### config.mk
export PLATFORM = sky130hd
export DESIGN_NAME = irq_accept
export DESIGN_NICKNAME = d
export VERILOG_FILES = /design/src/include/irq_accept_pkg.sv /design/src/hw/irq_accept.sv
export SDC_FILE = /design/constraint.sdc
export NUM_CORES = 1
export LEC_CHECK = 0
export CORE_MARGIN = 5
export CORE_UTILIZATION = 40
export DETAILED_ROUTE_END_ITERATION = 6
export DONT_BUFFER_PORTS = 1
export PLACE_DENSITY = 0.62
export SLEW_MARGIN = 20
export SYNTH_ARGS = -nofsm -noshare
export SYNTH_HDL_FRONTEND = slang
export SYNTH_SLANG_ARGS = --single-unit
### constraint.sdc
create_clock -name core_clk -period 6.2 [get_ports core_clk]
set_input_delay 0.31 -clock core_clk [delete_from_list [all_inputs] [get_ports core_clk]]
set_output_delay 0.31 -clock core_clk [all_outputs]
set_load 0.005 [all_outputs]
### src/include/irq_accept_pkg.sv
// Constants, types and carriers shared by the interrupt acceptance logic.
// Contract
// RULE_01 - Select bit 1: maskable requests gated by the global mask only.
// RULE_02 - Select bit 0: maskable requests gated by global and user-level masks.
// RULE_03 - Nonmaskable request always accepted except in reset or hardware standby.
// RULE_04 - Each source has an enable bit; disabled sources raise no request.
// RULE_05 - Priority level 1 requests are served before level 0 requests.
// RULE_06 - Select the single highest request, keep all others pending.
// RULE_07 - Ties between equal levels are broken by the fixed source order.
// RULE_08 - Smaller vector number wins in the fixed order, which holds after reset.
// RULE_09 - Single-mask scheme, global mask 1: only nonmaskable accepted, rest pending.
// RULE_10 - Two-level scheme: level 0 blocked when global mask is 1.
// RULE_11 - Two-level scheme: level 1 blocked only when both masks are 1.
// RULE_12 - Two-level scheme, global mask 0: selected request accepted regardless.
// RULE_13 - Exception handling starts only after the current instruction completes.
// RULE_14 - Entry pushes return address and flags; return address is next instruction.
// RULE_15 - Single-mask scheme: after saving, set the global mask to 1.
// RULE_16 - Two-level scheme: after saving, set both mask flags to 1.
// RULE_17 - Generate vector address, read handler address, start executing there.
// RULE_18 - Priority decision takes 2 states external, 1 state internal.
// RULE_19 - Instruction end wait is up to 23, 27 or 31 states by memory.
// RULE_20 - Save, vector fetch and prefetch take 4, 8 or 12 states each.
// RULE_21 - Prefetch phase covers one prefetch plus the handler's first fetch.
// RULE_22 - Internal processing takes 4 states, split around the prefetch.
// RULE_23 - External wait states lengthen the external-bus state counts.
// RULE_24 - Pending requests are re-evaluated each cycle until accepted or withdrawn.
package irq_accept_pkg;
	localparam int           N_SRC            = 16;
	localparam int           PC_W             = 24;
	localparam int           VADDR_W          = 16;
	localparam int           CNT_W            = 6;
	localparam int           ID_W             = 4;
	// Vector numbers of the maskable sources, index 0 in the low byte.
	localparam logic [127:0] SRC_VECTORS      = 128'h21_20_1E_1D_1C_1A_19_18_15_14_11_10_0F_0E_0D_0C;
	localparam logic [7:0]   NMI_VECTOR       = 8'h07;
	localparam logic [15:0]  SRC_EXTERNAL     = 16'h003F;
	localparam logic [CNT_W-1:0] DECIDE_EXT   = 6'h02;
	localparam logic [CNT_W-1:0] DECIDE_INT   = 6'h01;
	localparam logic [CNT_W-1:0] PHASE_ONCHIP = 6'h04;
	localparam logic [CNT_W-1:0] PHASE_EXT2   = 6'h08;
	localparam logic [CNT_W-1:0] PHASE_EXT3   = 6'h0C;
	localparam logic [CNT_W-1:0] WAIT_ACCESS  = 6'h04;
	localparam logic [CNT_W-1:0] INTERNAL_A   = 6'h02;
	localparam logic [CNT_W-1:0] INTERNAL_B   = 6'h02;
	localparam int           VEC_SHIFT        = 2;

	typedef struct packed {
		logic       global_mask;
		logic       user_mask;
		logic [5:0] other;
	} flags_type;

	localparam flags_type FLAGS_RESET = 8'h80;

	typedef struct packed {
		logic [PC_W-1:0] program_counter;
		flags_type       flags;
	} frame_type;

	typedef enum logic [1:0] {
		MEM_ONCHIP = 2'b00,
		MEM_EXT8_2 = 2'b01,
		MEM_EXT8_3 = 2'b10
	} mem_type;

	typedef enum logic [2:0] {
		ST_IDLE   = 3'b000,
		ST_DECIDE = 3'b001,
		ST_WAIT   = 3'b010,
		ST_INT_A  = 3'b011,
		ST_SAVE   = 3'b100,
		ST_VECTOR = 3'b101,
		ST_FETCH  = 3'b110,
		ST_INT_B  = 3'b111
	} state_type;
endpackage : irq_accept_pkg

### src/hw/irq_accept.sv
// Interrupt acceptance, masking, priority and exception entry sequencing.
`timescale 1ns/10ps
module irq_accept
	import irq_accept_pkg::*;
(
	input  wire logic                            core_clk,
	input  wire logic                            reset,
	input  wire logic                            standby,
	input  wire logic                            nmi_event,
	input  wire logic [irq_accept_pkg::N_SRC-1:0] src_flag,
	input  wire logic [irq_accept_pkg::N_SRC-1:0] src_enable,
	input  wire logic [irq_accept_pkg::N_SRC-1:0] priority_level_bits,
	input  wire logic                            mask_scheme_select,
	input  wire irq_accept_pkg::mem_type         mem_kind,
	input  wire logic [1:0]                      wait_states,
	input  wire logic                            insn_done,
	input  wire logic [irq_accept_pkg::PC_W-1:0] return_pc,
	input  wire logic                            flags_write,
	input  wire irq_accept_pkg::flags_type       flags_wdata,
	input  wire logic [irq_accept_pkg::PC_W-1:0] vector_data,
	output irq_accept_pkg::flags_type            condition_flags,
	output logic                                 cpu_request,
	output logic                                 stack_push,
	output irq_accept_pkg::frame_type            stack_frame,
	output logic                                 vector_read,
	output logic [irq_accept_pkg::VADDR_W-1:0]   vector_addr,
	output logic                                 pc_load,
	output logic [irq_accept_pkg::PC_W-1:0]      new_pc,
	output logic                                 accept_valid,
	output logic                                 accept_nmi,
	output logic [irq_accept_pkg::ID_W-1:0]      accept_id
);
	import irq_accept_pkg::*;

	state_type           state_reg, state_next;
	logic [CNT_W-1:0]    cnt_reg, cnt_next;
	flags_type           flags_reg, flags_next;
	logic                nmi_pend_reg, nmi_pend_next;
	logic                sel_nmi_reg, sel_nmi_next;
	logic [ID_W-1:0]     sel_id_reg, sel_id_next;
	frame_type           frame_reg, frame_next;
	logic [PC_W-1:0]     handler_reg, handler_next;
	logic                push_reg, push_next;
	logic                vread_reg, vread_next;
	logic [VADDR_W-1:0]  vaddr_reg, vaddr_next;
	logic                pcld_reg, pcld_next;
	logic                acc_reg, acc_next;
	logic                busy_reg, busy_next;

	logic [N_SRC-1:0]    req;
	logic                cand_valid;
	logic [ID_W-1:0]     cand_id;
	logic                cand_allowed;
	logic [CNT_W-1:0]    phase_len;
	logic [7:0]          sel_vector;

	// Enable gating per source
	// RULE_04 per source enable
	genvar g;
	generate
		for (g = 0; g < N_SRC; g++) begin : gen_req
			assign req[g] = src_flag[g] & src_enable[g];
		end
	endgenerate

	// Level 1 requests scan last and override level 0; within a level the lowest index, which is the
	// smallest vector, wins. Re-evaluated every cycle so a withdrawn source drops out.
	// RULE_05 RULE_06 RULE_07 RULE_08 RULE_24 priority select
	always_comb begin
		cand_valid = 1'b0;
		cand_id    = '0;
		for (int i = N_SRC - 1; i >= 0; i--) begin
			if (req[i] && !priority_level_bits[i]) begin
				cand_valid = 1'b1;
				cand_id    = ID_W'(i);
			end
		end
		for (int i = N_SRC - 1; i >= 0; i--) begin
			if (req[i] && priority_level_bits[i]) begin
				cand_valid = 1'b1;
				cand_id    = ID_W'(i);
			end
		end
	end

	// Mask check on the selected request only, others stay pending.
	always_comb begin
		if (mask_scheme_select) begin
			// RULE_01 RULE_09 global mask only
			cand_allowed = cand_valid && !flags_reg.global_mask;
		end else if (!flags_reg.global_mask) begin
			// RULE_02 RULE_12 global mask clear
			cand_allowed = cand_valid;
		end else begin
			// RULE_10 RULE_11 two level masking
			cand_allowed = cand_valid && priority_level_bits[cand_id] && !flags_reg.user_mask;
		end
	end

	// RULE_20 RULE_23 access phase length
	always_comb begin
		unique case (mem_kind)
			MEM_EXT8_2: phase_len = PHASE_EXT2 + CNT_W'(wait_states) * WAIT_ACCESS;
			MEM_EXT8_3: phase_len = PHASE_EXT3 + CNT_W'(wait_states) * WAIT_ACCESS;
			default:    phase_len = PHASE_ONCHIP;
		endcase
	end

	assign sel_vector = sel_nmi_reg ? NMI_VECTOR : SRC_VECTORS[8*sel_id_reg +: 8];

	always_comb begin
		state_next    = state_reg;
		cnt_next      = cnt_reg;
		flags_next    = flags_reg;
		nmi_pend_next = nmi_pend_reg | nmi_event;
		sel_nmi_next  = sel_nmi_reg;
		sel_id_next   = sel_id_reg;
		frame_next    = frame_reg;
		handler_next  = handler_reg;
		push_next     = 1'b0;
		vread_next    = 1'b0;
		vaddr_next    = vaddr_reg;
		pcld_next     = 1'b0;
		acc_next      = 1'b0;
		if (flags_write) begin
			flags_next = flags_wdata;
		end
		unique case (state_reg)
			ST_IDLE: begin
				// RULE_03 nmi bypasses masks
				if (nmi_pend_next && !standby) begin
					sel_nmi_next = 1'b1;
					state_next   = ST_DECIDE;
					cnt_next     = DECIDE_EXT - 6'h01;
				end else if (cand_valid) begin
					// RULE_18 decision length
					sel_nmi_next = 1'b0;
					sel_id_next  = cand_id;
					state_next   = ST_DECIDE;
					cnt_next     = (SRC_EXTERNAL[cand_id] ? DECIDE_EXT : DECIDE_INT) - 6'h01;
				end
			end
			ST_DECIDE: begin
				// Standby also drops a nonmaskable request already under decision.
				if (sel_nmi_reg ? standby : (!cand_valid || cand_id != sel_id_reg)) begin
					state_next = ST_IDLE;
				end else if (cnt_reg != '0) begin
					cnt_next = cnt_reg - 6'h01;
				end else if (sel_nmi_reg || cand_allowed) begin
					acc_next   = 1'b1;
					state_next = ST_WAIT;
					if (sel_nmi_reg) begin
						nmi_pend_next = nmi_event;
					end
				end else begin
					state_next = ST_IDLE;
				end
			end
			ST_WAIT: begin
				// RULE_13 RULE_19 wait for instruction end
				if (insn_done) begin
					frame_next = '{program_counter: return_pc, flags: flags_next};
					state_next = ST_INT_A;
					cnt_next   = INTERNAL_A - 6'h01;
				end
			end
			ST_INT_A: begin
				// RULE_22 internal processing first half
				if (cnt_reg != '0) begin
					cnt_next = cnt_reg - 6'h01;
				end else begin
					state_next = ST_SAVE;
					push_next  = 1'b1;
					cnt_next   = phase_len - 6'h01;
				end
			end
			ST_SAVE: begin
				// RULE_14 stack save phase
				if (cnt_reg != '0) begin
					cnt_next = cnt_reg - 6'h01;
				end else begin
					// RULE_15 RULE_16 raise masks after save
					flags_next.global_mask = 1'b1;
					if (!mask_scheme_select) begin
						flags_next.user_mask = 1'b1;
					end
					state_next = ST_VECTOR;
					vread_next = 1'b1;
					vaddr_next = VADDR_W'({sel_vector, VEC_SHIFT'(0)});
					cnt_next   = phase_len - 6'h01;
				end
			end
			ST_VECTOR: begin
				// RULE_17 vector fetch
				if (cnt_reg != '0) begin
					cnt_next = cnt_reg - 6'h01;
				end else begin
					handler_next = vector_data;
					state_next   = ST_FETCH;
					cnt_next     = phase_len - 6'h01;
				end
			end
			ST_FETCH: begin
				// RULE_21 prefetch phase
				if (cnt_reg != '0) begin
					cnt_next = cnt_reg - 6'h01;
				end else begin
					state_next = ST_INT_B;
					cnt_next   = INTERNAL_B - 6'h01;
				end
			end
			ST_INT_B: begin
				// RULE_22 internal processing second half
				if (cnt_reg != '0) begin
					cnt_next = cnt_reg - 6'h01;
				end else begin
					pcld_next  = 1'b1;
					state_next = ST_IDLE;
				end
			end
		endcase
		// Standby discards any latched nonmaskable event.
		if (standby) begin
			nmi_pend_next = 1'b0;
		end
		busy_next = state_next != ST_IDLE;
	end

	always_ff @(posedge core_clk or posedge reset) begin
		if (reset) begin
			state_reg    <= ST_IDLE;
			cnt_reg      <= '0;
			flags_reg    <= FLAGS_RESET;
			nmi_pend_reg <= 1'b0;
			sel_nmi_reg  <= 1'b0;
			sel_id_reg   <= '0;
			frame_reg    <= '0;
			handler_reg  <= '0;
			push_reg     <= 1'b0;
			vread_reg    <= 1'b0;
			vaddr_reg    <= '0;
			pcld_reg     <= 1'b0;
			acc_reg      <= 1'b0;
			busy_reg     <= 1'b0;
		end else begin
			state_reg    <= state_next;
			cnt_reg      <= cnt_next;
			flags_reg    <= flags_next;
			nmi_pend_reg <= nmi_pend_next;
			sel_nmi_reg  <= sel_nmi_next;
			sel_id_reg   <= sel_id_next;
			frame_reg    <= frame_next;
			handler_reg  <= handler_next;
			push_reg     <= push_next;
			vread_reg    <= vread_next;
			vaddr_reg    <= vaddr_next;
			pcld_reg     <= pcld_next;
			acc_reg      <= acc_next;
			busy_reg     <= busy_next;
		end
	end

	assign condition_flags = flags_reg;
	assign cpu_request     = busy_reg;
	assign stack_push      = push_reg;
	assign stack_frame     = frame_reg;
	assign vector_read     = vread_reg;
	assign vector_addr     = vaddr_reg;
	assign pc_load         = pcld_reg;
	assign new_pc          = handler_reg;
	assign accept_valid    = acc_reg;
	assign accept_nmi      = sel_nmi_reg;
	assign accept_id       = sel_id_reg;

	chk_nmi_standby: assert property (@(posedge core_clk) disable iff (reset) // RULE_03
		standby |=> !nmi_pend_reg) else $error("nmi pending survived standby");
	chk_standby_accept: assert property (@(posedge core_clk) disable iff (reset) // RULE_03
		standby && sel_nmi_reg |=> !acc_reg) else $error("nmi accepted in standby");
	chk_single_mask: assert property (@(posedge core_clk) disable iff (reset) // RULE_09
		state_reg == ST_DECIDE && cnt_reg == '0 && !sel_nmi_reg && mask_scheme_select
		&& flags_reg.global_mask |=> !acc_reg) else $error("masked request accepted");
	chk_level_zero: assert property (@(posedge core_clk) disable iff (reset) // RULE_10
		state_reg == ST_DECIDE && cnt_reg == '0 && !sel_nmi_reg && flags_reg.global_mask
		&& !priority_level_bits[sel_id_reg] |=> !acc_reg) else $error("level 0 not masked");
	chk_insn_wait: assert property (@(posedge core_clk) disable iff (reset) // RULE_13
		state_reg == ST_WAIT && !insn_done |=> state_reg == ST_WAIT) else $error("left wait early");
	chk_mask_raise: assert property (@(posedge core_clk) disable iff (reset) // RULE_15
		$rose(vread_reg) |-> flags_reg.global_mask
		&& (mask_scheme_select || flags_reg.user_mask)) else $error("masks not raised");
	chk_int_decide: assert property (@(posedge core_clk) disable iff (reset) // RULE_18
		state_reg == ST_IDLE && state_next == ST_DECIDE && !sel_nmi_next
		&& !SRC_EXTERNAL[sel_id_next] |=> cnt_reg == '0) else $error("internal decide length");
	chk_ext_decide: assert property (@(posedge core_clk) disable iff (reset) // RULE_18
		state_reg == ST_IDLE && state_next == ST_DECIDE && (sel_nmi_next
		|| SRC_EXTERNAL[sel_id_next]) |=> cnt_reg == 6'h01) else $error("external decide length");
	chk_push_order: assert property (@(posedge core_clk) disable iff (reset) // RULE_14
		push_reg |-> ##[1:28] vread_reg) else $error("vector fetch missing after push");
	chk_onchip_save: assert property (@(posedge core_clk) disable iff (reset) // RULE_20
		push_reg && mem_kind == MEM_ONCHIP |-> ##4 vread_reg) else $error("onchip save length");
	chk_pc_load: assert property (@(posedge core_clk) disable iff (reset) // RULE_17
		vread_reg && mem_kind == MEM_ONCHIP |-> ##10 pcld_reg) else $error("handler start late");
endmodule : irq_accept

==> key figures <==
Worst setup path
  – Req. time, crit path: approximately 6.4 ns
  – Critical path class: reg -> reg
  – Critical Path Fanout Max: 8
  – Type of origin of the critical path: flop
  – Critical Path End Type: flop
  – Worst EP arrival: 3.24 ns

Die
  – Die footprint: 15200 um^2
  – Rows: 41
  – Core area: 12600 um^2
  – Die extent in y: 123 um
  – Die extent in x: about 120 um
  – I/O pins: 205
  – Initial core utilization: around 41%

Routing
  – Remaining DRCs: 0
  – Avg WL per Cell: 19.8 um
  – Initial drt markers: 293
  – DR pass1 iterations: 5
  – Drt via density: 5.78
  – WL final: ~13 mm
  – DRT antenna net count: 0
  – DR vias: 3796

Global routing
  – Vias in the first global route: about 3800
  – First-pass GRT wire length: slightly below 20 mm
  – Initial antenna violation count: 0
  – Pin count of the biggest net entering global routing: 91
  – GRT Total Usage: 16.5%
  – Grt ovf: 0

Logic synthesis
  – Synth area leader: dfrtp_1
  – Simple-gate area share of the yosys netlist: 18.3%
  – Compound-gate portion of the synthesized area: 14.8%
  – Mux cell area share after synthesis: 15.8%
  – Cells after Synth: 487
  – Register area share after synthesis: 43.8%
  – Post-synth top area share: a little over two fifths
  – Post-synthesis xor/xnor area fraction: less than 1%
  – EDFF count, synth: 0
  – Largest cells by area after synthesis: dfrtp_1 43%, mux2_2 13%, nand2_1 2.9%
  – Mapped Avg Cell Area: 10.6 um^2
  – Yosys reg bits: 90
  – Top_reg_cell synth: dfrtp_1
  – Warnings, synthesis: 0
  – Share of flip-flops with an asynchronous set or reset: 100%
  – Synth Area in Adders: 1.95%
  – Largest family of logic cells by synthesized area: simple AND/OR/NAND/NOR gates
  – Post-Synthesis Cell Area: a little over 5000 um^2
  – Post-synthesis cell type count: 76

Clock tree
  – Clock-pin slew of the registers on the worst-case setup and hold paths: 0.06 ns
  – Clock tree buffer depth: 2
  – Number of setup buffers added after CTS: 0
  – # hold bufs at CTS: 0
  – Clock Root Buffer: clkbuf_16
  – Post-CTS sizing: 0
  – Num CTS Buffers: 9
  – # H-tree levels: 3
  – CTS tree: done
  – Clock insertion delay at the later pin of the skew report: 0.33 ns
  – Clk sinks: 90

STA
  – Fmax: approximately 330 MHz
  – Final setup vio count: 0
  – Setup_tns: 0 ns
  – Tmin final: 3.02 ns
  – Slew of the pin with the lowest slew margin: 0.880 ns
  – Fin. max-slew vios: 0
  – Unrepaired setup endpoints after global routing: no
  – Setup Skew: 0.00675 ns
  – Slew HR: between 40% and 50%
  – Setup ws final: roughly 3.2 ns
  – Final Hold Viols: 0
  – Final period util: 48.6%

Pwr
  – Pwr dens: 437 nW/um^2
  – VDD IR max: 178 uV
  – Clock share of power: between 20% and 30%
  – Power share of the combinational group: 31.5%
  – P_int: 1.55 mW
  – Sw Ratio: 36.1%
  – Tot Pwr: about 2.4 mW
  – Leak: between 2 and 2.5 nW
  – Sequential power share: between 40% and 50%
  – Psw: around 0.88 mW

Placement
  – PortBufs: 0
  – Placed cells: 642
  – Placer Congestion: 0.886
  – DP Wirelength: 10.3 mm
  – Pre-CTS setup slack: 3.11 ns

Final layout
  – Fill count: 1248
  – Non-filler instance count after layout: 657
  – Area of the multi-input gates: 2710 um^2
  – Max reg flops: 32
  – Layout cells sized above 1: 21.4%
  – Total Nets Final: 604
  – N_diodes: 0
  – Sequential Area: 2250 um^2
  – Area Overhead vs Synth: 8.12%

Status
  – Outcome: complete, no violations

Run
  – Max Cap Viol: 0

Hold path
  – Min-Delay Path Class: in -> reg
-- final timing paths --
check	from	endpoint	slack (ns)	depth (start not counted)
worst max-delay path	cnt_reg[0]$_DFFE_PP0P_	cnt_reg[4]$_DFFE_PP0P_	3.18	9
worst min-delay path	standby	nmi_pend_reg$_DFF_PP0_	0.04	1
worst max register to register	cnt_reg[0]$_DFFE_PP0P_	cnt_reg[4]$_DFFE_PP0P_	3.18	9
worst min register to register	new_pc[20]$_DFFE_PP0P_	new_pc[20]$_DFFE_PP0P_	0.54	1
max in group asynchronous	reset	condition_flags[6]$_DFF_PP0_	5.60	2
min in group asynchronous	reset	new_pc[20]$_DFFE_PP0P_	0.07	2
-- stage by stage --
step	cell area [um^2]	hold WS (ns)	utilization, %
finish	5560	0.0385	44.1
global placement	5260	0.379	41.7
floorplan	5180	0.376	-
global route	5560	0.0204	44.1
detailed placement	5260	0.388	41.7
CTS	5560	0.0194	44.0
-- Yosys cell counts, types with 7 or more instances --
library cell,n
and3b_1,7
nor3_1,7
nand2_1,40
mux2i_1,7
nand2b_1,7
dfrtp_1,89
mux2_2,61
clkbuf_1,15
and3_1,7
buf_4,10
nor2_1,24
nand3_1,23
o21ai_0,19
a211oi_1,8
nand3b_1,11
inv_1,19
a21oi_1,20
ha_1,8
-- power by group through the flow --
stage	clock network, mW	registers, mW	logic (mW)
after floorplan	0	0.997	0.708
final	0.548	1.12	0.767
after CTS	0.565	1.13	0.769
after detailed placement	0	1.13	0.765
after global placement	0	1.12	0.740
after global routing	0.588	1.16	0.868
-- cells in the final DEF (no fill, tap or decap), drive strengths merged, types with 3 or more instances in the layout --
| cell type | instances |
|---|---|
| nor3 | 7 |
| nand4 | 6 |
| clkbuf | 9 |
| and2 | 6 |
| xnor2 | 4 |
| conb | 10 |
| o31ai | 3 |
| nand3b | 11 |
| a21o | 4 |
| or3 | 6 |
| nor2 | 24 |
| nor4 | 5 |
| mux2i | 7 |
| mux2 | 63 |
| a311oi | 5 |
| dfrtp | 89 |
| nand2 | 40 |
| a221oi | 3 |
| inv | 22 |
| and3b | 7 |
| a211oi | 8 |
| a31oi | 5 |
| o211ai | 3 |
| o22ai | 6 |
| nand2b | 7 |
| and3 | 9 |
| a21oi | 21 |
| ha | 8 |
| o21ai | 21 |
| nand3 | 25 |
-- worst max-delay path: stages, from the launching register on --
cell and delay, ns:
dfrtp_1 0.41, inv_1 0.10, ha_1 0.18, nand2_1 0.10
nor3_1 0.69, nand2_1 0.36, o22a_1 0.30, o221a_2 0.31
and2_4 0.18, mux2_4 0.29
-- final cells by class --
| class | instances | share of cell area [%] |
|---|---|---|
| clock buffers | 9 | 4.05 |
| clock inverters | 6 | 1.30 |
| inverters | 19 | 1.30 |
| multi-input cells | 359 | 48.6 |
| flip-flops and latches | 90 | 40.5 |
| well taps | 172 | 3.87 |
| repair buffers | 2 | 0.337 |
-- metal layers --
metal	share of wire, %	vias to the layer above	routed length, um	GRT usage (%)
met5	0	-	0	0
met4	1.4	0	176	4.64
met3	8.2	13	1070	4.39
met2	51	172	6620	27.4
met1	40	1836	5170	21.2
li1	-	1775	-	-
-- cells by family after synthesis --
group           count (synthesis)
mux                            71
simple gates                  164
other cells                     1
fa+ha+maj                       8
flops                          90
buf+inv                        47
xor+xnor                        5
compound gates                101
Power figures use the tool's default switching activity.
